--- src/spc_defs.svh ---
// Constants of the serial processor companion: opcodes, register indices,
// control field positions, reset values and timing figures.
// Assumes a 40 MHz system clock and an 8-bit register index space.
`ifndef SPC_DEFS_SVH
`define SPC_DEFS_SVH
`define SPC_CLK_HZ          40000000
`define SPC_OP_WRITE        8'h52
`define SPC_OP_READ         8'h51
`define SPC_REG_CTRL        8'h00
`define SPC_REG_WD_TIMEOUT  8'h01
`define SPC_REG_WD_WINDOW   8'h02
`define SPC_REG_WD_RESTART  8'h03
`define SPC_REG_STATUS      8'h04
`define SPC_REG_CNT_LO      8'h05
`define SPC_REG_CNT_HI      8'h06
`define SPC_REG_SN_LOCK     8'h07
`define SPC_REG_SN_BASE     5'h01
`define SPC_REG_CAL_BASE    5'h02
`define SPC_REG_ALM_MIN     8'h18
`define SPC_REG_ALM_HOUR    8'h19
`define SPC_CTRL_WD_EN      0
`define SPC_CTRL_CNT_POL    1
`define SPC_CTRL_CNT_BAK    2
`define SPC_CTRL_ACS_LSB    3
`define SPC_CTRL_SQW_LSB    5
`define SPC_ST_WD_SRC       0
`define SPC_ST_ALARM        1
`define SPC_ST_OVERRUN      2
`define SPC_ST_LOCK         3
`define SPC_WD_KEY          8'ha5
`define SPC_RST_HOLD_MS     100
`define SPC_WD_PULSE_MS     100
`define SPC_WD_STEP_MS      60
`define SPC_WD_MAX_MS       1800
`define SPC_MR_DEBOUNCE_MS  10
`define SPC_SYNC_RST        8'h11
`endif

--- src/spc_pkg.sv ---
// Types of the serial processor companion.
// Assumes nothing beyond the compile order.
`default_nettype none
package spc_pkg;
  typedef enum logic [2:0] {
    SPC_IDLE   = 3'b000,
    SPC_OPCODE = 3'b001,
    SPC_ADDR   = 3'b010,
    SPC_WDATA  = 3'b011,
    SPC_RDATA  = 3'b100,
    SPC_SKIP   = 3'b101
  } spc_frame_type;
  typedef enum logic [1:0] {
    SPC_ACS_ALARM = 2'b00,
    SPC_ACS_CAL   = 2'b01,
    SPC_ACS_SQW   = 2'b10,
    SPC_ACS_OFF   = 2'b11
  } spc_acs_type;
endpackage : spc_pkg
`default_nettype wire

--- src/spc_sync.sv ---
// Three-stage input synchroniser with agreement filter, one lane per bit.
// Assumes asynchronous inputs; output follows once stages two and three agree.
`timescale 1ns/100ps
`default_nettype none
module spc_sync #(
  parameter int               WIDTH     = 8,
  parameter logic [WIDTH-1:0] RESET_VAL = '0
) (
  input  wire logic             mclk_i,
  input  wire logic             srst_i,
  input  wire logic [WIDTH-1:0] async_i,
  output logic      [WIDTH-1:0] level_o
);
  genvar g;
  generate
    for (g = 0; g < WIDTH; g++) begin : g_lane
      logic [2:0] stage;
      always_ff @(posedge mclk_i) begin
        if (srst_i) begin
          stage <= {3{RESET_VAL[g]}};
        end else begin
          stage <= {stage[1:0], async_i[g]};
        end
      end
      always_ff @(posedge mclk_i) begin
        if (srst_i) begin
          level_o[g] <= RESET_VAL[g];
        end else if (stage[1] == stage[2]) begin
          level_o[g] <= stage[2];
        end
      end
    end
  endgenerate
endmodule : spc_sync
`default_nettype wire

--- src/spc_fifo.sv ---
// Register-write FIFO between the serial receiver and the register file.
// Assumes DEPTH is a power of two; full and empty come from wrap-bit pointers.
`timescale 1ns/100ps
`default_nettype none
module spc_fifo #(
  parameter int WIDTH = 16,
  parameter int DEPTH = 16
) (
  input  wire logic             mclk_i,
  input  wire logic             srst_i,
  input  wire logic [WIDTH-1:0] in_data_i,
  input  wire logic             in_valid_i,
  output logic                  in_ready_o,
  output logic      [WIDTH-1:0] out_data_o,
  output logic                  out_valid_o,
  input  wire logic             out_ready_i
);
  localparam int AW = $clog2(DEPTH);
  logic [WIDTH-1:0] mem [0:DEPTH-1];
  logic [AW:0]      wr_ptr;
  logic [AW:0]      rd_ptr;
  assign in_ready_o  = !((wr_ptr[AW] != rd_ptr[AW]) && (wr_ptr[AW-1:0] == rd_ptr[AW-1:0]));
  assign out_valid_o = (wr_ptr != rd_ptr);
  assign out_data_o  = mem[rd_ptr[AW-1:0]];
  always_ff @(posedge mclk_i) begin
    if (in_valid_i && in_ready_o) begin
      mem[wr_ptr[AW-1:0]] <= in_data_i;
    end
  end
  always_ff @(posedge mclk_i) begin
    if (srst_i) begin
      wr_ptr <= '0;
    end else if (in_valid_i && in_ready_o) begin
      wr_ptr <= wr_ptr + 1'b1;
    end
  end
  always_ff @(posedge mclk_i) begin
    if (srst_i) begin
      rd_ptr <= '0;
    end else if (out_valid_o && out_ready_i) begin
      rd_ptr <= rd_ptr + 1'b1;
    end
  end
endmodule : spc_fifo
`default_nettype wire

--- src/spc_top.sv ---
// Serial slave front end and companion functions: supervisor, watchdog,
// event counter, alarm/wave output, serial number and BCD calendar.
// Assumes all pins asynchronous to mclk_i and a 32.768 kHz oscillator pin.
`include "spc_defs.svh"
`timescale 1ns/100ps
`default_nettype none
// Function
// - Chip select high: ignore link, float output.
// - Transfers timed by host serial clock edges.
// - Capture on rising edge, shift on falling.
// - Fully static link, no frame timeouts.
// - Modes 0,0 and 1,1 by idle level.
// - Drive output only while returning read data.
// - Sixteen-bit counter, one per detected edge.
// - Polarity selects rising or falling edges.
// - Backup mode keeps counting without main supply.
// - Normal mode: active-low open-drain alarm.
// - Calibration mode: 512 Hz from oscillator.
// - Reset held at most 100 ms after recovery.
// - Watchdog timeout 60 ms to 1.8 s.
// - Delayed start forms a restart window.
// - Missed window pulses reset 100 ms; disabled idle.
// - Flag records low supply or watchdog source.
// - Manual reset pin input filtered and debounced.
// - Lockable 64-bit serial number, locked writes ignored.
// - BCD calendar from seconds to centuries.
// - Leap years correct through 2099.
// - Companion answers only its own opcodes.
// - Ignore link while reset asserted; finish writes.
// - Square wave selects one of four frequencies.
module spc_top #(
  parameter int MS_CYC     = `SPC_CLK_HZ / 1000,
  parameter int FIFO_DEPTH = 16
) (
  input  wire logic          mclk_i,
  input  wire logic          srst_i,
  input  wire logic          spi_cs_n_i,
  input  wire logic          spi_sck_i,
  input  wire logic          spi_si_i,
  output logic               spi_so_o,
  output logic               spi_so_oe_o,
  input  wire logic          event_count_input_i,
  input  wire logic          supply_low_i,
  input  wire logic          power_fail_sense_input_i,
  output logic               power_fail_warning_output_n_o,
  input  wire logic          osc_32k_i,
  input  wire logic          rst_pin_i,
  output logic               rst_pin_o,
  output logic               rst_pin_oe_o,
  output logic               alarm_cal_wave_output_o,
  output logic               alarm_cal_wave_output_oe_o,
  output spc_pkg::spc_acs_type acs_mode_o,
  output logic               standby_o,
  output logic               reset_active_o,
  output logic               reset_from_watchdog_o
);
  import spc_pkg::*;

  logic [7:0]    pins_f;
  logic          cs_n_f, sck_f, si_f, cnt_f, rstp_f, vlow_f, pfs_f, osc_f;
  logic          cs_q, sck_q, cnt_q, osc_q;
  spc_frame_type frame;
  logic [2:0]    bit_cnt;
  logic [6:0]    shreg;
  logic [7:0]    rx_byte, addr, rd_idx, rd_data, tx_buf, tx_sh;
  logic          is_read, load_pend, push, fifo_ready;
  logic [15:0]   fifo_out;
  logic          fifo_valid, drain_ready, wr_en;
  logic [7:0]    waddr, wdata;
  logic [7:0]    ctrl, wd_timeout, wd_window;
  logic          wd_src, alarm_flag, overrun, sn_lock, match_q;
  logic [7:0]    sn [0:7];
  logic [7:0]    cal [0:6];
  logic [7:0]    alm_min, alm_hour;
  logic [15:0]   evt_count;
  logic [14:0]   presc;
  logic          sec_tick, ms_tick;
  logic [15:0]   ms_cnt, wd_ms, wd_limit, wd_open;
  logic [4:0]    wd_steps, win_steps;
  logic          wd_kick, wd_fail, reset_active, mr_trig;
  logic [7:0]    hold_ms, mr_ms;
  logic          acs_drive_low;

  spc_sync #(
    .WIDTH     (8),
    .RESET_VAL (`SPC_SYNC_RST)
  ) u_sync (
    .mclk_i  (mclk_i),
    .srst_i  (srst_i),
    .async_i ({osc_32k_i, power_fail_sense_input_i, supply_low_i, rst_pin_i,
               event_count_input_i, spi_si_i, spi_sck_i, spi_cs_n_i}),
    .level_o (pins_f)
  );
  assign {osc_f, pfs_f, vlow_f, rstp_f, cnt_f, si_f, sck_f, cs_n_f} = pins_f;

  always_ff @(posedge mclk_i) begin
    if (srst_i) begin
      {cs_q, sck_q, cnt_q, osc_q} <= 4'h8;
    end else begin
      {cs_q, sck_q, cnt_q, osc_q} <= {cs_n_f, sck_f, cnt_f, osc_f};
    end
  end

  // Serial frame engine
  assign rx_byte = {shreg, si_f};
  assign rd_idx  = (frame == SPC_ADDR) ? rx_byte : addr + 8'h01;
  assign push    = sck_f && !sck_q && !cs_n_f && (frame == SPC_WDATA) && (bit_cnt == 3'h7);
  assign standby_o = cs_n_f;
  assign spi_so_oe_o = (frame == SPC_RDATA) && !cs_n_f;

  always_ff @(posedge mclk_i) begin
    if (srst_i || cs_n_f) begin
      frame     <= SPC_IDLE;
      spi_so_o  <= 1'b0;
      bit_cnt   <= 3'h0;
      is_read   <= 1'b0;
      load_pend <= 1'b0;
    end else if (cs_q && !cs_n_f) begin
      frame   <= reset_active ? SPC_SKIP : SPC_OPCODE;
      bit_cnt <= 3'h0;
    end else if (reset_active) begin
      frame <= SPC_SKIP;
    end else if (sck_f && !sck_q && frame != SPC_SKIP && frame != SPC_IDLE) begin
      shreg   <= rx_byte[6:0];
      bit_cnt <= bit_cnt + 3'h1;
      if (bit_cnt == 3'h7) begin
        case (frame)
          SPC_OPCODE: begin
            if (rx_byte == `SPC_OP_WRITE) begin
              frame   <= SPC_ADDR;
              is_read <= 1'b0;
            end else if (rx_byte == `SPC_OP_READ) begin
              frame   <= SPC_ADDR;
              is_read <= 1'b1;
            end else begin
              frame <= SPC_SKIP;
            end
          end
          SPC_ADDR: begin
            addr      <= rx_byte;
            frame     <= is_read ? SPC_RDATA : SPC_WDATA;
            tx_buf    <= rd_data;
            load_pend <= is_read;
          end
          SPC_WDATA: addr <= addr + 8'h01;
          SPC_RDATA: begin
            addr      <= addr + 8'h01;
            tx_buf    <= rd_data;
            load_pend <= 1'b1;
          end
          default: frame <= frame;
        endcase
      end
    end else if (sck_f == 1'b0 && sck_q && frame == SPC_RDATA) begin
      if (load_pend) begin
        spi_so_o  <= tx_buf[7];
        tx_sh     <= {tx_buf[6:0], 1'b0};
        load_pend <= 1'b0;
      end else begin
        spi_so_o <= tx_sh[7];
        tx_sh    <= {tx_sh[6:0], 1'b0};
      end
    end
  end

  // Writes queue here; the drain stalls on a calendar tick so neither is lost
  spc_fifo #(
    .WIDTH (16),
    .DEPTH (FIFO_DEPTH)
  ) u_fifo (
    .mclk_i      (mclk_i),
    .srst_i      (srst_i),
    .in_data_i   ({addr, rx_byte}),
    .in_valid_i  (push),
    .in_ready_o  (fifo_ready),
    .out_data_o  (fifo_out),
    .out_valid_o (fifo_valid),
    .out_ready_i (drain_ready)
  );
  assign drain_ready = !sec_tick;
  assign wr_en = fifo_valid && drain_ready;
  assign {waddr, wdata} = fifo_out;

  always_comb begin
    rd_data = 8'h00;
    if (rd_idx == `SPC_REG_CTRL) begin
      rd_data = ctrl;
    end else if (rd_idx == `SPC_REG_WD_TIMEOUT) begin
      rd_data = wd_timeout;
    end else if (rd_idx == `SPC_REG_WD_WINDOW) begin
      rd_data = wd_window;
    end else if (rd_idx == `SPC_REG_STATUS) begin
      rd_data = {4'h0, sn_lock, overrun, alarm_flag, wd_src};
    end else if (rd_idx == `SPC_REG_CNT_LO) begin
      rd_data = evt_count[7:0];
    end else if (rd_idx == `SPC_REG_CNT_HI) begin
      rd_data = evt_count[15:8];
    end else if (rd_idx == `SPC_REG_SN_LOCK) begin
      rd_data = {7'h00, sn_lock};
    end else if (rd_idx[7:3] == `SPC_REG_SN_BASE) begin
      rd_data = sn[rd_idx[2:0]];
    end else if (rd_idx[7:3] == `SPC_REG_CAL_BASE && rd_idx[2:0] != 3'h7) begin
      rd_data = cal[rd_idx[2:0]];
    end else if (rd_idx == `SPC_REG_ALM_MIN) begin
      rd_data = alm_min;
    end else if (rd_idx == `SPC_REG_ALM_HOUR) begin
      rd_data = alm_hour;
    end
  end

  always_ff @(posedge mclk_i) begin
    if (srst_i) begin
      ctrl       <= 8'h00;
      wd_timeout <= 8'h1e;
      wd_window  <= 8'h00;
      alm_min    <= 8'h00;
      alm_hour   <= 8'h00;
    end else if (wr_en) begin
      if (waddr == `SPC_REG_CTRL) begin
        ctrl <= wdata;
      end else if (waddr == `SPC_REG_WD_TIMEOUT) begin
        wd_timeout <= wdata;
      end else if (waddr == `SPC_REG_WD_WINDOW) begin
        wd_window <= wdata;
      end else if (waddr == `SPC_REG_ALM_MIN) begin
        alm_min <= wdata;
      end else if (waddr == `SPC_REG_ALM_HOUR) begin
        alm_hour <= wdata;
      end
    end
  end

  // Serial number; the lock only clears at reset
  always_ff @(posedge mclk_i) begin
    if (srst_i) begin
      sn_lock <= 1'b0;
    end else if (wr_en && waddr == `SPC_REG_SN_LOCK && wdata[0]) begin
      sn_lock <= 1'b1;
    end
  end
  always_ff @(posedge mclk_i) begin
    if (srst_i) begin
      sn <= '{default: 8'h00};
    end else if (wr_en && waddr[7:3] == `SPC_REG_SN_BASE && !sn_lock) begin
      sn[waddr[2:0]] <= wdata;
    end
  end

  // Status flags: hardware set wins over a write-one clear
  always_ff @(posedge mclk_i) begin
    if (srst_i) begin
      overrun <= 1'b0;
    end else if (push && !fifo_ready) begin
      overrun <= 1'b1;
    end else if (wr_en && waddr == `SPC_REG_STATUS && wdata[`SPC_ST_OVERRUN]) begin
      overrun <= 1'b0;
    end
  end
  always_ff @(posedge mclk_i) begin
    if (srst_i) begin
      alarm_flag <= 1'b0;
      match_q    <= 1'b1; // Avoids a false alarm at reset time
    end else begin
      match_q <= (cal[0] == 8'h00) && (cal[1] == alm_min) && (cal[2] == alm_hour);
      if ((cal[0] == 8'h00) && (cal[1] == alm_min) && (cal[2] == alm_hour) && !match_q) begin
        alarm_flag <= 1'b1;
      end else if (wr_en && waddr == `SPC_REG_STATUS && wdata[`SPC_ST_ALARM]) begin
        alarm_flag <= 1'b0;
      end
    end
  end

  // Event counter
  always_ff @(posedge mclk_i) begin
    if (srst_i) begin
      evt_count <= 16'h0000;
    end else if ((ctrl[`SPC_CTRL_CNT_POL] ? (cnt_q && !cnt_f) : (cnt_f && !cnt_q))
                 && (!vlow_f || ctrl[`SPC_CTRL_CNT_BAK])) begin
      evt_count <= evt_count + 16'h0001;
    end
  end

  // Oscillator prescaler and calendar
  assign sec_tick = osc_f && !osc_q && (presc == 15'h7fff);
  always_ff @(posedge mclk_i) begin
    if (srst_i) begin
      presc <= 15'h0000;
    end else if (osc_f && !osc_q) begin
      presc <= presc + 15'h0001;
    end
  end

  function automatic logic [7:0] bcd_inc(input logic [7:0] v);
    bcd_inc = (v[3:0] == 4'h9) ? {v[7:4] + 4'h1, 4'h0} : {v[7:4], v[3:0] + 4'h1};
  endfunction : bcd_inc

  function automatic logic [7:0] month_days(input logic [7:0] mon, input logic [7:0] yr);
    logic leap;
    leap = yr[4] ? (yr[3:0] == 4'h2 || yr[3:0] == 4'h6)
                 : (yr[3:0] == 4'h0 || yr[3:0] == 4'h4 || yr[3:0] == 4'h8);
    case (mon)
      8'h02:                      month_days = leap ? 8'h29 : 8'h28;
      8'h04, 8'h06, 8'h09, 8'h11: month_days = 8'h30;
      default:                    month_days = 8'h31;
    endcase
  endfunction : month_days

  always_ff @(posedge mclk_i) begin
    if (srst_i) begin
      cal <= '{8'h00, 8'h00, 8'h00, 8'h01, 8'h01, 8'h00, 8'h20};
    end else if (sec_tick) begin
      cal[0] <= bcd_inc(cal[0]);
      if (cal[0] == 8'h59) begin
        cal[0] <= 8'h00;
        cal[1] <= bcd_inc(cal[1]);
        if (cal[1] == 8'h59) begin
          cal[1] <= 8'h00;
          cal[2] <= bcd_inc(cal[2]);
          if (cal[2] == 8'h23) begin
            cal[2] <= 8'h00;
            cal[3] <= bcd_inc(cal[3]);
            if (cal[3] == month_days(cal[4], cal[5])) begin
              cal[3] <= 8'h01;
              cal[4] <= bcd_inc(cal[4]);
              if (cal[4] == 8'h12) begin
                cal[4] <= 8'h01;
                cal[5] <= bcd_inc(cal[5]);
                if (cal[5] == 8'h99) begin
                  cal[5] <= 8'h00;
                  cal[6] <= bcd_inc(cal[6]);
                end
              end
            end
          end
        end
      end
    end else if (wr_en && waddr[7:3] == `SPC_REG_CAL_BASE && waddr[2:0] != 3'h7) begin
      cal[waddr[2:0]] <= wdata;
    end
  end

  // Alarm, calibration and square-wave pin; drive low or release
  assign acs_mode_o = spc_acs_type'(ctrl[`SPC_CTRL_ACS_LSB +: 2]);
  assign alarm_cal_wave_output_o = 1'b0;
  always_comb begin
    case (acs_mode_o)
      SPC_ACS_ALARM: acs_drive_low = alarm_flag;
      SPC_ACS_CAL:   acs_drive_low = !presc[5];
      SPC_ACS_SQW: begin
        case (ctrl[`SPC_CTRL_SQW_LSB +: 2])
          2'h0:    acs_drive_low = !presc[14];
          2'h1:    acs_drive_low = !presc[5];
          2'h2:    acs_drive_low = !presc[2];
          default: acs_drive_low = !osc_f;
        endcase
      end
      default: acs_drive_low = 1'b0;
    endcase
  end
  always_ff @(posedge mclk_i) begin
    if (srst_i) begin
      alarm_cal_wave_output_oe_o    <= 1'b0;
      power_fail_warning_output_n_o <= 1'b1;
    end else begin
      alarm_cal_wave_output_oe_o    <= acs_drive_low;
      power_fail_warning_output_n_o <= !pfs_f;
    end
  end

  // Millisecond time base shared by watchdog, reset hold and debounce
  assign ms_tick = (ms_cnt == 16'(MS_CYC - 1));
  always_ff @(posedge mclk_i) begin
    if (srst_i || ms_tick) begin
      ms_cnt <= 16'h0000;
    end else begin
      ms_cnt <= ms_cnt + 16'h0001;
    end
  end

  // Windowed watchdog in 60 ms steps
  assign wd_steps  = (wd_timeout[4:0] == 5'h00) ? 5'h01
                   : (wd_timeout[4:0] > 5'(`SPC_WD_MAX_MS / `SPC_WD_STEP_MS))
                   ? 5'(`SPC_WD_MAX_MS / `SPC_WD_STEP_MS) : wd_timeout[4:0];
  assign win_steps = (wd_window[4:0] < wd_steps) ? wd_window[4:0] : 5'h00;
  assign wd_limit  = 16'({11'h000, wd_steps} * 16'(`SPC_WD_STEP_MS));
  assign wd_open   = 16'({11'h000, win_steps} * 16'(`SPC_WD_STEP_MS));
  assign wd_kick   = wr_en && waddr == `SPC_REG_WD_RESTART && wdata == `SPC_WD_KEY;
  assign wd_fail   = ctrl[`SPC_CTRL_WD_EN] && !reset_active
                   && ((ms_tick && (wd_ms + 16'h0001 >= wd_limit))
                   || (wd_kick && (wd_ms < wd_open)));
  always_ff @(posedge mclk_i) begin
    if (srst_i || !ctrl[`SPC_CTRL_WD_EN] || reset_active || wd_kick) begin
      wd_ms <= 16'h0000;
    end else if (ms_tick) begin
      wd_ms <= wd_ms + 16'h0001;
    end
  end

  // Manual reset; own drive holds the debounce count at zero, its echo is masked by the debounce time
  assign mr_trig = ms_tick && (mr_ms == 8'(`SPC_MR_DEBOUNCE_MS - 1));
  always_ff @(posedge mclk_i) begin
    if (srst_i || rstp_f || rst_pin_oe_o) begin
      mr_ms <= 8'h00;
    end else if (ms_tick && mr_ms < 8'(`SPC_MR_DEBOUNCE_MS)) begin
      mr_ms <= mr_ms + 8'h01;
    end
  end

  // Reset generator; hold counts whole ms ticks, so it never exceeds 100 ms
  assign reset_active = vlow_f || (hold_ms != 8'h00);
  always_ff @(posedge mclk_i) begin
    if (srst_i) begin
      hold_ms <= 8'h00;
      wd_src  <= 1'b0;
    end else if (vlow_f) begin
      hold_ms <= 8'(`SPC_RST_HOLD_MS);
      wd_src  <= 1'b0;
    end else if (wd_fail) begin
      hold_ms <= 8'(`SPC_WD_PULSE_MS);
      wd_src  <= 1'b1;
    end else if (mr_trig) begin
      hold_ms <= 8'(`SPC_RST_HOLD_MS);
    end else if (ms_tick && hold_ms != 8'h00) begin
      hold_ms <= hold_ms - 8'h01;
    end
  end
  always_ff @(posedge mclk_i) begin
    if (srst_i) begin
      rst_pin_oe_o <= 1'b0;
    end else begin
      rst_pin_oe_o <= reset_active;
    end
  end
  assign rst_pin_o             = 1'b0;
  assign reset_active_o        = reset_active;
  assign reset_from_watchdog_o = wd_src;
endmodule : spc_top
`default_nettype wire

--- config.mk ---
export PLATFORM = sky130hd
export DESIGN_NAME = spc_top
export DESIGN_NICKNAME = d
export VERILOG_FILES = /design/src/spc_pkg.sv /design/src/spc_sync.sv /design/src/spc_fifo.sv /design/src/spc_top.sv
export VERILOG_INCLUDE_DIRS = /design/src
export SDC_FILE = /design/constraint.sdc
export NUM_CORES = 1
export LEC_CHECK = 0
export BUFFER_PORTS_ARGS = -buffer_cell sky130_fd_sc_hd__buf_2
export CAP_MARGIN = 15
export CORE_MARGIN = 2
export CORE_UTILIZATION = 60
export DETAILED_ROUTE_END_ITERATION = 8
export PLACE_DENSITY = 0.75
export SKIP_LAST_GASP = 1
export SYNTH_ARGS = -nofsm -noshare
export SYNTH_HDL_FRONTEND = slang
export SYNTH_SLANG_ARGS = --single-unit
--- constraint.sdc ---
create_clock -name mclk_i -period 6.4 [get_ports mclk_i]
set_input_delay 1.92 -clock mclk_i [delete_from_list [all_inputs] [get_ports mclk_i]]
set_output_delay 1.92 -clock mclk_i [all_outputs]
set_load 0.02 [all_outputs]
Yosys cells after proc, flatten, opt, wreduce, memory -nomap -nowiden
Memory sizes are Yosys's and may differ from the RTL's. A register that Yosys moved wholly into a read port is not among the register bits. Cells that the tools add are included.

Flip-flop bits (word level): 333. Latch bits: 0. RAM bits: 256. Bits in read-only memories: 0. Input bits: 10. Memories: 1.

Add/subtract/negate cells: 24. Multipliers: 2. Divide/modulo/power cells: 0. $lt $le $gt $ge: 8. Equality and inequality tests: 87. Shifts and indexed selects: 0. Multiplexer cells: 81. Bitwise gates (word level): 11. Reductions and logical operators: 124.

Memory list: u_fifo.mem (depth 16, width 16, read ports 1, clocked after memory_dff 1, wr ports 1, RTL line spc_fifo.sv:19) `logic [WIDTH-1:0] mem [0:DEPTH-1];`.

Operators with widths (number): $mux 8 (30); $mux 56 (3); $bwmux 64 (1); $eq 8x3->1 const B (8); $add 4x1->4 const B (14); $bwmux 56 (1); $add 16x1->16 const B (3); $bmux 8 s3 (2); $eq 8x5->1 const B (6); $mux 48 (1); $logic_and 1x1->1 (42); $mux 40 (1); $reduce_and 6->1 (6); $eq 4x4->1 const B (8); $eq 8x2->1 const B (4); $eq 8x7->1 const B (4); $mux 32 (1); $mux 7 (4); $reduce_and 5->1 (5); $demux 8 s3 (1); $eq 8x8->1 (3); $logic_not 8->1 (3); $mux 24 (1); $mux 3 (8); 63 further kinds (177).

Logic depth before layout (Yosys ltp)
Gate-level depths: netlist (run 1).

Word-level depth: 17. Gate-level depth with buffers: 28. Depth with buffers taken out: 27.

By module
A second synthesis (run 1) with hierarchy kept.

Cell total of the unflattened synthesis: 2664. Area, all modules: 28921.5 um^2.

Modules (own cells, without submodules): spc_top (times used 1, cells an instance 2122, area an instance 17336.6 um^2, sequential area each 6105.9 um^2); spc_fifo (times used 1, cells an instance 459, area an instance 10652.7 um^2, sequential area each 7967.6 um^2); spc_sync (times used 1, cells an instance 83, area an instance 932.1 um^2, sequential area each 640.6 um^2).

Worst setup path before layout (run 1)
OpenSTA, ideal clock, no wires.

Path kind: register to register. Start: reg wd_timeout[2]. End: reg hold_ms[1]. Library setup time: 86 ps. Arrival: 4966 ps. Data required time: 6314 ps. Setup slack: 1348 ps. Cell stages (with the launch flop): 28. Cells stage by stage: dfxtp_1 clkbuf_1 inv_1 ha_1 a21o_1 a21oi_1 o21ai_0 a21oi_1 and2_1 ha_1 fa_1 inv_1 fa_1 inv_1 a21oi_1 o21bai_1 a21o_1 a21oi_1 xor2_1 ha_1 nand3_1 nor2_1 nand3_1 a21oi_1 nor4_1 o2111ai_1 nand4_1 a211oi_1.

Cells in the longest elaborated chain, start to end: 11.

RTL lines: start, declared (RTL line spc_top.sv:70) `logic [7:0] ctrl, wd_timeout, wd_window;`; start signal, assigned (RTL line spc_top.sv:222) `wd_timeout <= wdata;`; $gt 5x5->1 (RTL line spc_top.sv:382) `` : (wd_timeout[4:0] > 5'(`SPC_WD_MAX_MS / `SPC_WD_STEP_MS)) ``; $mux 5 (RTL line spc_top.sv:382); $mux 5 (*) (RTL line spc_top.sv:381) `assign wd_steps = (wd_timeout[4:0] == 5'h00) ? 5'h01`; $lt 5x5->1 (RTL line spc_top.sv:384) `assign win_steps = (wd_window[4:0] < wd_steps) ? wd_window[4:0] : 5'h00;`; $mux 5 (RTL line spc_top.sv:384); $mul 5x4->9 (RTL line spc_top.sv:386) `` assign wd_open = 16'({11'h000, win_steps} * 16'(`SPC_WD_STEP_MS)); ``; $lt 16x11->1 (RTL line spc_top.sv:390) `|| (wd_kick && (wd_ms < wd_open)));`; $logic_and 1x1->1 (RTL line spc_top.sv:390); $logic_or 1x1->1 (*) (RTL line spc_top.sv:390); $logic_and 1x1->1 (*) (RTL line spc_top.sv:388) `` assign wd_fail = ctrl[`SPC_CTRL_WD_EN] && !reset_active ``; $reduce_or 4->1 (no source line) (*); end signal, assigned (RTL line spc_top.sv:416) `` hold_ms <= 8'(`SPC_RST_HOLD_MS); ``; end signal, assigned (RTL line spc_top.sv:419) `` hold_ms <= 8'(`SPC_WD_PULSE_MS); ``; end signal, assigned (RTL line spc_top.sv:422) `` hold_ms <= 8'(`SPC_RST_HOLD_MS); ``; end, declared (RTL line spc_top.sv:81) `logic [7:0] hold_ms, mr_ms;`.

Mark *: on every way between the ends. The rest lies on a longest branch, timed or not. A chain may end at the register's enable or synchronous reset.

Final worst setup path (run 1)
Ends and elaborated chain as after synthesis.

==> results.sh, run 1 <==
export IMPL_run_status="complete, no violations"
export IMPL_critical_path_arrival_ns=6.31
export IMPL_drt_pre_antenna_iters=5
export IMPL_critical_path_n_buffers_inverters=4
export IMPL_share_clk_of_total_power=0.456
export IMPL_dominantRegCellSynth="sky130_fd_sc_hd__dfxtp_1"
export IMPL_finalPower_mw=7.88
export IMPL_min_path_type="reg -> reg"
export IMPL_layout_nets=2714
export IMPL_drtIter0Drc=2377
export IMPL_count_of_final_hold_check_violations=0
export IMPL_cp_max_fo=10
export IMPL_startpoint_types="flop"
export IMPL_antenna_found_initial=1
export IMPL_clockRootBuffer="sky130_fd_sc_hd__clkbuf_16"
export IMPL_slew_viol_final=0
export IMPL_boundaryPins=22
export IMPL_fillers=3427
export IMPL_core_rowCount=79
export IMPL_antenna_cells_inserted=0
export IMPL_wl_met2_um=35800
export IMPL_tritoncts="done"
export IMPL_slew_limit_headroom=0.221
export IMPL_power_switching_fraction=0.221
export IMPL_ys_seq_elements=592
export IMPL_setup_tns_final_ns=0
export IMPL_cts_sinks=592
export IMPL_chipWidth_um=222
export IMPL_synth_top_cells_by_area="sky130_fd_sc_hd__edfxtp_1, sky130_fd_sc_hd__dfxtp_1, sky130_fd_sc_hd__mux4_2, sky130_fd_sc_hd__nor2_1, sky130_fd_sc_hd__ha_1"
export IMPL_fin_area_um2=31200
export IMPL_area_delta_synth_final_pct=9.48
export IMPL_final_min_period_over_clock_period=0.906
export IMPL_total_placed_instance_area_um2=29100
export IMPL_synthDominantCellAreaShare=0.302
export IMPL_power_per_cell_area_nw_per_um2=253
export IMPL_grt_pass1_vias=20957
export IMPL_met3_length_um=6420
export IMPL_cts_hold_repair_buffers=0
export IMPL_vertical_extent_of_the_die_um=222
export IMPL_placed_cells_incl_taps=3153
export IMPL_postSynth_asyncResetShare=0
export IMPL_insertion_delay_ns=0.66
export IMPL_initial_utilization=0.610
export IMPL_largest_net_degree_at_the_start_of_global_routing=81
export IMPL_ant_nets=0
export IMPL_top_metal_used="met4"
export IMPL_crit_path_top_delay_cell="sky130_fd_sc_hd__dfxtp_1"
export IMPL_synth_largest_area_cell="sky130_fd_sc_hd__edfxtp_1"
export IMPL_post_synth_num_cell_types=103
export IMPL_fin_crit_ns=5.80
export IMPL_wirelength_um=75400
export IMPL_timing_fmax_mhz=173
export IMPL_detailedPlacementHpwl_um=49500
export IMPL_core_area_um2=46700
export IMPL_seqCellArea_um2=14700
export IMPL_clkTransAtPathRegs_ns=0.06
export IMPL_clock_skew_ns=0.0284
export IMPL_ir_worst_vdd_v=0.000293
export IMPL_critPathTopFamily="compound AO/OA/AOI/OAI gates"
export IMPL_setup_viol_count_final=0
export IMPL_cts_max_level=2
export IMPL_route_detailed_wl_per_inst_um=23.1
export IMPL_hold_ws_ns=0.400
export IMPL_grt_ovfl_total=0
export IMPL_worstMarginPinSlew_ns=1.16
export IMPL_first_pass_grt_wire_length_um=118000
export IMPL_synth_edff_count=286
export IMPL_grt_use_total=0.305
export IMPL_tritoncts_num_buffers=59
export IMPL_setup_crit_end_kind="flop"
export IMPL_via_count=21473
export IMPL_avgViaCountPerCell=6.58
export IMPL_yosys_warnings=0
export IMPL_p_int_mw=6.14
export IMPL_post_cts_resize_count=0
export IMPL_cap_violations=0
export IMPL_final_cells=3264
export IMPL_place_port_buffers=19
export IMPL_detail_route_drc_violations=0
export IMPL_timing_setup_critical_path_class="reg -> reg"
export IMPL_multi_input_comb_area_um2=12900
export IMPL_power_switching_mw=1.75
export IMPL_most_frequent_cells_in_the_layout="sky130_fd_sc_hd__dfxtp_1, sky130_fd_sc_hd__nor2_1, sky130_fd_sc_hd__edfxtp_1"
export IMPL_fp_dieArea_um2=49200
export IMPL_rsz0062_at_grt="false"
export IMPL_met1Wirelength_um=29700
export IMPL_power_combinational_fraction=0.040
export IMPL_cts_setup_buffers=0
export IMPL_synthesis_instances=2614
export IMPL_gp_routability_congestion=0.895
export IMPL_final_layout_size_suffix_gt1_frac=0.120
export IMPL_ctsLongestPathBuffers=3
export IMPL_cpMostUsedCell="sky130_fd_sc_hd__a21oi_1"
export IMPL_synth_yosys_seq_area_share=0.517
export IMPL_seq_power_share=0.504
export IMPL_syn_mean_instance_area_um2=10.9
export IMPL_cp_data_required_time_ns=6.91
export IMPL_leakage_power_figure_nw=11.0
export IMPL_cp_slowest_stage_delay_ns=0.56
export IMPL_syn_cell_area_um2=28500
export IMPL_layout_cells_most_common="sky130_fd_sc_hd__dfxtp_1"
[power by group through the flow]
stage / Clock (mW) / Sequential, mW / Combinational, mW
floorplan: 0 / 4.03 / 0.227
global placement: 0 / 4.06 / 0.301
detailed placement: 0 / 4.06 / 0.305
CTS: 3.63 / 3.97 / 0.309
global route: 3.78 / 3.97 / 0.329
finish: 3.59 / 3.97 / 0.316
[metal layers]
layer	up-vias	track usage
met2	1073	0.503
li1	9641	-
met3	225	0.0554
met5	-	0
met4	0	0.141
met1	10534	0.395
[flip-flops by register name, indices dropped and copies added (netlist names), 15 cells and up, named ones only]
register / cells
evt_count: 16
u_sync.g_lane.stage: 24
cal: 56
ms_cnt: 16
sn: 64
wd_ms: 16
presc: 15
u_fifo.mem: 256
[layout make-up]
class | count | area share
Inverter | 79 | 0.00951
Sequential cell | 592 | 0.472
Clock buffer | 77 | 0.0524
Timing Repair Buffer | 63 | 0.0138
Tap cell | 607 | 0.0244
Clock inverter | 34 | 0.0128
Multi-Input combinational cell | 1812 | 0.415
[synth_stat cells (22+ instances only)]
master	count
sky130_fd_sc_hd__nor2_1	293
sky130_fd_sc_hd__nand2_1	213
sky130_fd_sc_hd__mux2i_1	83
sky130_fd_sc_hd__nor4_1	23
sky130_fd_sc_hd__inv_1	77
sky130_fd_sc_hd__xor2_1	76
sky130_fd_sc_hd__o21ai_0	107
sky130_fd_sc_hd__a21oi_1	149
sky130_fd_sc_hd__nand4_1	35
sky130_fd_sc_hd__nor3_1	50
sky130_fd_sc_hd__edfxtp_1	286
sky130_fd_sc_hd__ha_1	86
sky130_fd_sc_hd__a211oi_1	36
sky130_fd_sc_hd__nor2b_1	33
sky130_fd_sc_hd__buf_2	25
sky130_fd_sc_hd__clkbuf_1	93
sky130_fd_sc_hd__mux4_2	69
sky130_fd_sc_hd__o221ai_1	22
sky130_fd_sc_hd__dfxtp_1	306
sky130_fd_sc_hd__xnor2_1	56
sky130_fd_sc_hd__a31oi_1	24
sky130_fd_sc_hd__nand3_1	74
[stage by stage]
step,utilization,worst slack (ns)
CTS,0.668,0.609
detailed placement,0.625,0.649
floorplan,-,1.35
finish,0.668,0.604
global route,0.668,0.103
global placement,0.625,0.843
[kinds of logic (layout without fill, tap and decap cells)]
| group | count (synthesis) | count (layout) | synth area share |
|---|---|---|---|
| adders and majority gates | 97 | 97 | 0.0455 |
| buffers and inverters | 211 | 253 | 0.0305 |
| muxes | 173 | 173 | 0.0922 |
| and+or+nand+nor | 886 | 886 | 0.152 |
| other | 1 | 2 | 0.000132 |
| AOI/OAI and AO/OA | 522 | 522 | 0.122 |
| xor gates and xnor gates | 132 | 132 | 0.0406 |
| DFF | 592 | 592 | 0.517 |
[final timing paths]
kind / to / slack [ns] / cells after the start / from
hold / removal: power_fail_warning_output_n_o$_SDFF_PP1_ / 0.40 / 1 / u_sync.level_o[6]$_SDFFE_PP0N_
setup / recovery: hold_ms[1]$_SDFFE_PP0P_ / 0.60 / 25 / wd_timeout[2]$_SDFFE_PP1P_
setup reg to reg: hold_ms[1]$_SDFFE_PP0P_ / 0.60 / 25 / wd_timeout[2]$_SDFFE_PP1P_
hold reg to reg: power_fail_warning_output_n_o$_SDFF_PP1_ / 0.40 / 1 / u_sync.level_o[6]$_SDFFE_PP0N_
No activity file was read; power rests on OpenSTA's default activity.
==> inputs of run 2 (changes only) <==
CELL_PAD_IN_SITES_DETAIL_PLACEMENT = 1   (was not set)
CELL_PAD_IN_SITES_GLOBAL_PLACEMENT = 2   (was not set)
CORE_UTILIZATION = 43   (was 60)
PLACE_DENSITY = 0.78   (was 0.75)
clock period = 5.4 ns   (was 6.4 ns; I/O delays follow)
==> results.sh, run 2 (same netlist as run 1, synthesis figures left out) <==
export IMPL_hold_ws_ns=0.405
export IMPL_grt_ovfl_total=0
export IMPL_detailedPlacementHpwl_um=61000
export IMPL_setup_viol_count_final=0
export IMPL_timing_setup_critical_path_class="reg -> reg"
export IMPL_reg2reg_slack_ns=0.25
export IMPL_min_to="power_fail_warning_output_n_o$_SDFF_PP1_"
export IMPL_first_pass_grt_wire_length_um=135000
export IMPL_run_status="complete, no violations"
export IMPL_worstHoldStart="u_sync.level_o[6]$_SDFFE_PP0N_"
export IMPL_ant_nets=0
export IMPL_core_area_um2=65600
export IMPL_min_path_type="reg -> reg"
export IMPL_area_delta_synth_final_pct=13.1
export IMPL_clockRootBuffer="sky130_fd_sc_hd__clkbuf_16"
export IMPL_boundaryPins=22
export IMPL_cts_max_level=3
export IMPL_worstReg2RegEnd="hold_ms[5]$_SDFFE_PP0P_"
export IMPL_fin_crit_ns=5.15
export IMPL_clkTransAtPathRegs_ns=0.06
export IMPL_fin_area_um2=32200
export IMPL_slew_limit_headroom=0.207
export IMPL_ctsLongestPathBuffers=3
export IMPL_ir_worst_vdd_v=0.000364
export IMPL_clock_skew_ns=0.0258
export IMPL_layout_cells_most_common="sky130_fd_sc_hd__dfxtp_1"
export IMPL_layout_nets=2767
export IMPL_leakage_power_figure_nw=11.3
export IMPL_cp_slowest_stage_delay_ns=0.57
export IMPL_final_min_period_over_clock_period=0.953
export IMPL_number_of_flip_flops_under_the_largest_register_name=256
export IMPL_tritoncts_num_buffers=69
export IMPL_fillers=6996
export IMPL_min_delay_path_depth=1
export IMPL_initial_utilization=0.434
export IMPL_wirelength_um=88000
export IMPL_drtIter0Drc=1501
export IMPL_worstMarginPinSlew_ns=1.18
export IMPL_grt_use_total=0.259
export IMPL_timing_fmax_mhz=194
export IMPL_cp_max_fo=7
export IMPL_most_frequent_cells_in_the_layout="sky130_fd_sc_hd__dfxtp_1, sky130_fd_sc_hd__nor2_1, sky130_fd_sc_hd__edfxtp_1"
export IMPL_cp_data_required_time_ns=5.94
export IMPL_via_count=21249
export IMPL_worst_r2r_cell_count=27
export IMPL_route_detailed_wl_per_inst_um=24.6
export IMPL_critical_path_arrival_ns=5.69
export IMPL_largest_net_degree_at_the_start_of_global_routing=130
export IMPL_final_layout_size_suffix_gt1_frac=0.139
export IMPL_fp_dieArea_um2=68300
export IMPL_power_per_cell_area_nw_per_um2=308
export IMPL_insertion_delay_ns=0.62
export IMPL_drt_pre_antenna_iters=5
export IMPL_regToRegStartpoint="wd_timeout[4]$_SDFFE_PP1P_"
export IMPL_cpMostUsedCell="sky130_fd_sc_hd__a21oi_1"
export IMPL_avgViaCountPerCell=5.94
export IMPL_vertical_extent_of_the_die_um=261
export IMPL_cts_hold_repair_buffers=0
export IMPL_count_of_final_hold_check_violations=0
export IMPL_grt_pass1_vias=22194
export IMPL_chipWidth_um=261
export IMPL_gp_routability_congestion=0.849
export IMPL_slew_viol_final=0
export IMPL_startpoint_types="flop"
export IMPL_cts_sinks=592
export IMPL_setup_crit_end_kind="flop"
export IMPL_antenna_cells_inserted=0
export IMPL_place_port_buffers=19
export IMPL_tritoncts="done"
export IMPL_antenna_found_initial=0
export IMPL_cap_violations=0
export IMPL_crit_path_top_delay_cell="sky130_fd_sc_hd__fa_1"
export IMPL_total_placed_instance_area_um2=29800
export IMPL_core_rowCount=94
export IMPL_detail_route_drc_violations=0
run 2: through the flow:
| stage | worst slack, ns | cells | util | power (mW) | TNS, ns |
|---|---|---|---|---|---|
| finish | 0.254 | 3579 | 0.491 | 9.92 | 0 |
| global route | -0.0595 | 3579 | 0.491 | 10.2 | -0.178 |
| CTS | 0.0423 | 3576 | 0.490 | 10.0 | 0 |
| detailed placement | -0.0290 | 3450 | 0.454 | 5.19 | -0.0625 |
| global placement | 0.163 | 3450 | 0.454 | 5.19 | 0 |
| floorplan | 0.348 | 2615 | - | 5.05 | 0 |
run 2: cell type report:
cell class | instances | area, um2 | area share
timing repair buffer | 106 | 767 | 0.0238
clock buffer | 89 | 1870 | 0.0582
tap | 864 | 1080 | 0.0336
clock inverter | 37 | 474 | 0.0147
multi-input combinational | 1812 | 13000 | 0.403
inverter | 79 | 297 | 0.00921
sequential | 592 | 14700 | 0.457
run 2: worst max-delay path by stage:
stage / to / cells past startpoint / slack, ns / from
finish: hold_ms[5]$_SDFFE_PP0P_ / 27 / 0.25 / wd_timeout[4]$_SDFFE_PP1P_
global placement: hold_ms[5]$_SDFFE_PP0P_ / 27 / 0.16 / wd_timeout[3]$_SDFFE_PP1P_
detailed placement: hold_ms[5]$_SDFFE_PP0P_ / 27 / -0.03 / wd_timeout[2]$_SDFFE_PP1P_
CTS: hold_ms[5]$_SDFFE_PP0P_ / 27 / 0.04 / wd_timeout[2]$_SDFFE_PP1P_
floorplan: hold_ms[1]$_SDFFE_PP0P_ / 27 / 0.35 / wd_timeout[2]$_SDFFE_PP1P_
global route: hold_ms[5]$_SDFFE_PP0P_ / 27 / -0.06 / wd_timeout[4]$_SDFFE_PP1P_
run 2: power breakdown:
| part | internal, mW | total [mW] | leakage, nW | switching (mW) |
|---|---|---|---|---|
| sequential | 4.68 | 4.70 | 5.05 | 0.0241 |
| clock | 2.83 | 4.82 | 1.12 | 2.00 |
| combinational | 0.127 | 0.398 | 5.14 | 0.270 |
| total | 7.63 | 9.92 | 11.3 | 2.29 |
run 2: what timing repair did:
| action | 4_1_cts | 5_1_grt |
|---|---|---|
| endpoints found under the setup margin | 3 | 6 |
| pin swaps | 0 | 6 |
| buffers inserted | 0 | 2 |
| cloned | 0 | 0 |
| gates resized for setup | 2 | 12 |
run 2: routing by layer:
layer | GRT usage | routed length, um | part of all wire
met5 | 0 | 0 | 0
met4 | 0.0799 | 2500 | 0.028
met3 | 0.0321 | 3540 | 0.040
met2 | 0.446 | 43500 | 0.49
met1 | 0.341 | 38400 | 0.44
run 2: worst max-delay path, delay by kind of cell, from the launching register on:
kind,cells,cell delay [ns]
AO/OA/AOI/OAI,11,1.48
XOR/XNOR,1,0.15
adder cells (fa/ha/maj),6,1.94
buffers and inverters,4,0.51
flip-flops,1,0.31
AND/OR/NAND/NOR,5,0.67
==> inputs of run 3 (changes only) <==
GPL_TIMING_DRIVEN = 0   (was not set)
==> results.sh, run 3 (same netlist as run 1, synthesis figures left out) <==
export IMPL_detailedPlacementHpwl_um=70100
export IMPL_number_of_flip_flops_under_the_largest_register_name=256
export IMPL_slew_viol_final=0
export IMPL_final_layout_size_suffix_gt1_frac=0.139
export IMPL_slew_limit_headroom=0.150
export IMPL_fp_dieArea_um2=68300
export IMPL_most_frequent_cells_in_the_layout="sky130_fd_sc_hd__dfxtp_1, sky130_fd_sc_hd__edfxtp_1, sky130_fd_sc_hd__nor2_1"
export IMPL_gp_routability_congestion=0.908
export IMPL_critical_path_arrival_ns=5.67
export IMPL_cp_max_fo=6
export IMPL_crit_path_top_delay_cell="sky130_fd_sc_hd__fa_1"
export IMPL_ir_worst_vdd_v=0.000335
export IMPL_placed_cells_incl_taps=3522
export IMPL_clkTransAtPathRegs_ns=0.06
export IMPL_via_count=22037
export IMPL_ctsLongestPathBuffers=3
export IMPL_insertion_delay_ns=0.65
export IMPL_regToRegStartpoint="wd_timeout[3]$_SDFFE_PP1P_"
export IMPL_largest_net_degree_at_the_start_of_global_routing=25
export IMPL_power_per_cell_area_nw_per_um2=305
export IMPL_clock_skew_ns=0.0453
export IMPL_critPathTopFamily="adder cells"
export IMPL_count_of_final_hold_check_violations=0
export IMPL_startpoint_types="flop"
export IMPL_leakage_power_figure_nw=11.4
export IMPL_first_pass_grt_wire_length_um=146000
export IMPL_fin_crit_ns=5.13
export IMPL_critPathLaunch="wd_timeout[3]$_SDFFE_PP1P_"
export IMPL_cts_hold_repair_buffers=0
export IMPL_chipWidth_um=261
export IMPL_critical_path_n_buffers_inverters=3
export IMPL_vertical_extent_of_the_die_um=261
export IMPL_hold_ws_ns=0.395
export IMPL_grt_pass1_vias=22662
export IMPL_setup_viol_count_final=0
export IMPL_cp_slowest_stage_delay_ns=0.51
export IMPL_route_detailed_wl_per_inst_um=26.6
export IMPL_boundaryPins=22
export IMPL_layout_nets=2848
export IMPL_initial_utilization=0.434
export IMPL_wirelength_um=97200
export IMPL_cts_max_level=3
export IMPL_clockRootBuffer="sky130_fd_sc_hd__clkbuf_16"
export IMPL_cp_data_required_time_ns=5.93
export IMPL_avgViaCountPerCell=6.02
export IMPL_grt_use_total=0.286
export IMPL_area_delta_synth_final_pct=14.8
export IMPL_final_cells=3658
export IMPL_antenna_cells_inserted=0
export IMPL_drtIter0Drc=1847
export IMPL_run_status="complete, no violations"
export IMPL_place_port_buffers=19
export IMPL_detail_route_drc_violations=0
export IMPL_antenna_found_initial=1
export IMPL_ant_nets=0
export IMPL_setup_crit_end_kind="flop"
export IMPL_min_path_type="reg -> reg"
export IMPL_layout_cells_most_common="sky130_fd_sc_hd__dfxtp_1"
export IMPL_timing_setup_critical_path_class="reg -> reg"
export IMPL_cap_violations=0
export IMPL_tritoncts_num_buffers=68
export IMPL_grt_ovfl_total=0
export IMPL_utilization=0.498
export IMPL_worstMarginPinSlew_ns=1.26
export IMPL_tritoncts="done"
export IMPL_core_area_um2=65600
export IMPL_cts_sinks=592
export IMPL_finalPower_mw=9.97
export IMPL_final_min_period_over_clock_period=0.951
export IMPL_cpMostUsedCell="sky130_fd_sc_hd__ha_4"
export IMPL_core_rowCount=94
export IMPL_drt_pre_antenna_iters=5
export IMPL_worstHoldStart="u_sync.level_o[6]$_SDFFE_PP0N_"
export IMPL_timing_fmax_mhz=195
## run 3: stage by stage
stage | setup slack [ns] | setup TNS [ns] | area, um2
global route | -0.0421 | -0.139 | 32700
floorplan | 0.348 | 0 | 28500
detailed placement | -0.724 | -3.98 | 30100
global placement | -0.630 | -3.35 | 29600
finish | 0.265 | 0 | 32700
CTS | 0.0257 | 0 | 32500
## run 3: final timing paths
kind / endpoint / slack [ns] / cells after the start
hold / removal: power_fail_warning_output_n_o$_SDFF_PP1_ / 0.40 / 1
setup / recovery: hold_ms[2]$_SDFFE_PP0P_ / 0.27 / 26
setup reg to reg: hold_ms[2]$_SDFFE_PP0P_ / 0.27 / 26
hold reg to reg: power_fail_warning_output_n_o$_SDFF_PP1_ / 0.40 / 1
## run 3: area by class of cell
cell class                      count  area [um2]
Timing Repair Buffer               57         579
Multi-Input combinational cell   1812       13100
Sequential cell                   592       14700
Clock buffer                       88        1880
Inverter                           79         297
Fill cell                        6941       32900
Clock inverter                     35         437
Buffer                            131         568
Tap cell                          864        1080
## run 3: layer usage
metal | up-vias | GRT usage | share of wire
li1 | 9911 | - | -
met1 | 11324 | 0.368 | 0.42
met2 | 594 | 0.487 | 0.49
met3 | 208 | 0.0377 | 0.046
met4 | 0 | 0.116 | 0.042
met5 | - | 0 | 0
## run 3: where the power goes
group / internal [mW] / total, mW / switching, mW / leakage [nW]
clock: 2.79 / 4.81 / 2.02 / 1.12
combinational: 0.136 / 0.477 / 0.341 / 5.26
sequential: 4.67 / 4.68 / 0.0100 / 5.05
## run 3: what timing repair did
action | CTS | global route
endpoints found under the setup margin | 6 | 6
pin swaps | 7 | 14
buffers inserted | 6 | 8
gates resized for setup | 23 | 18
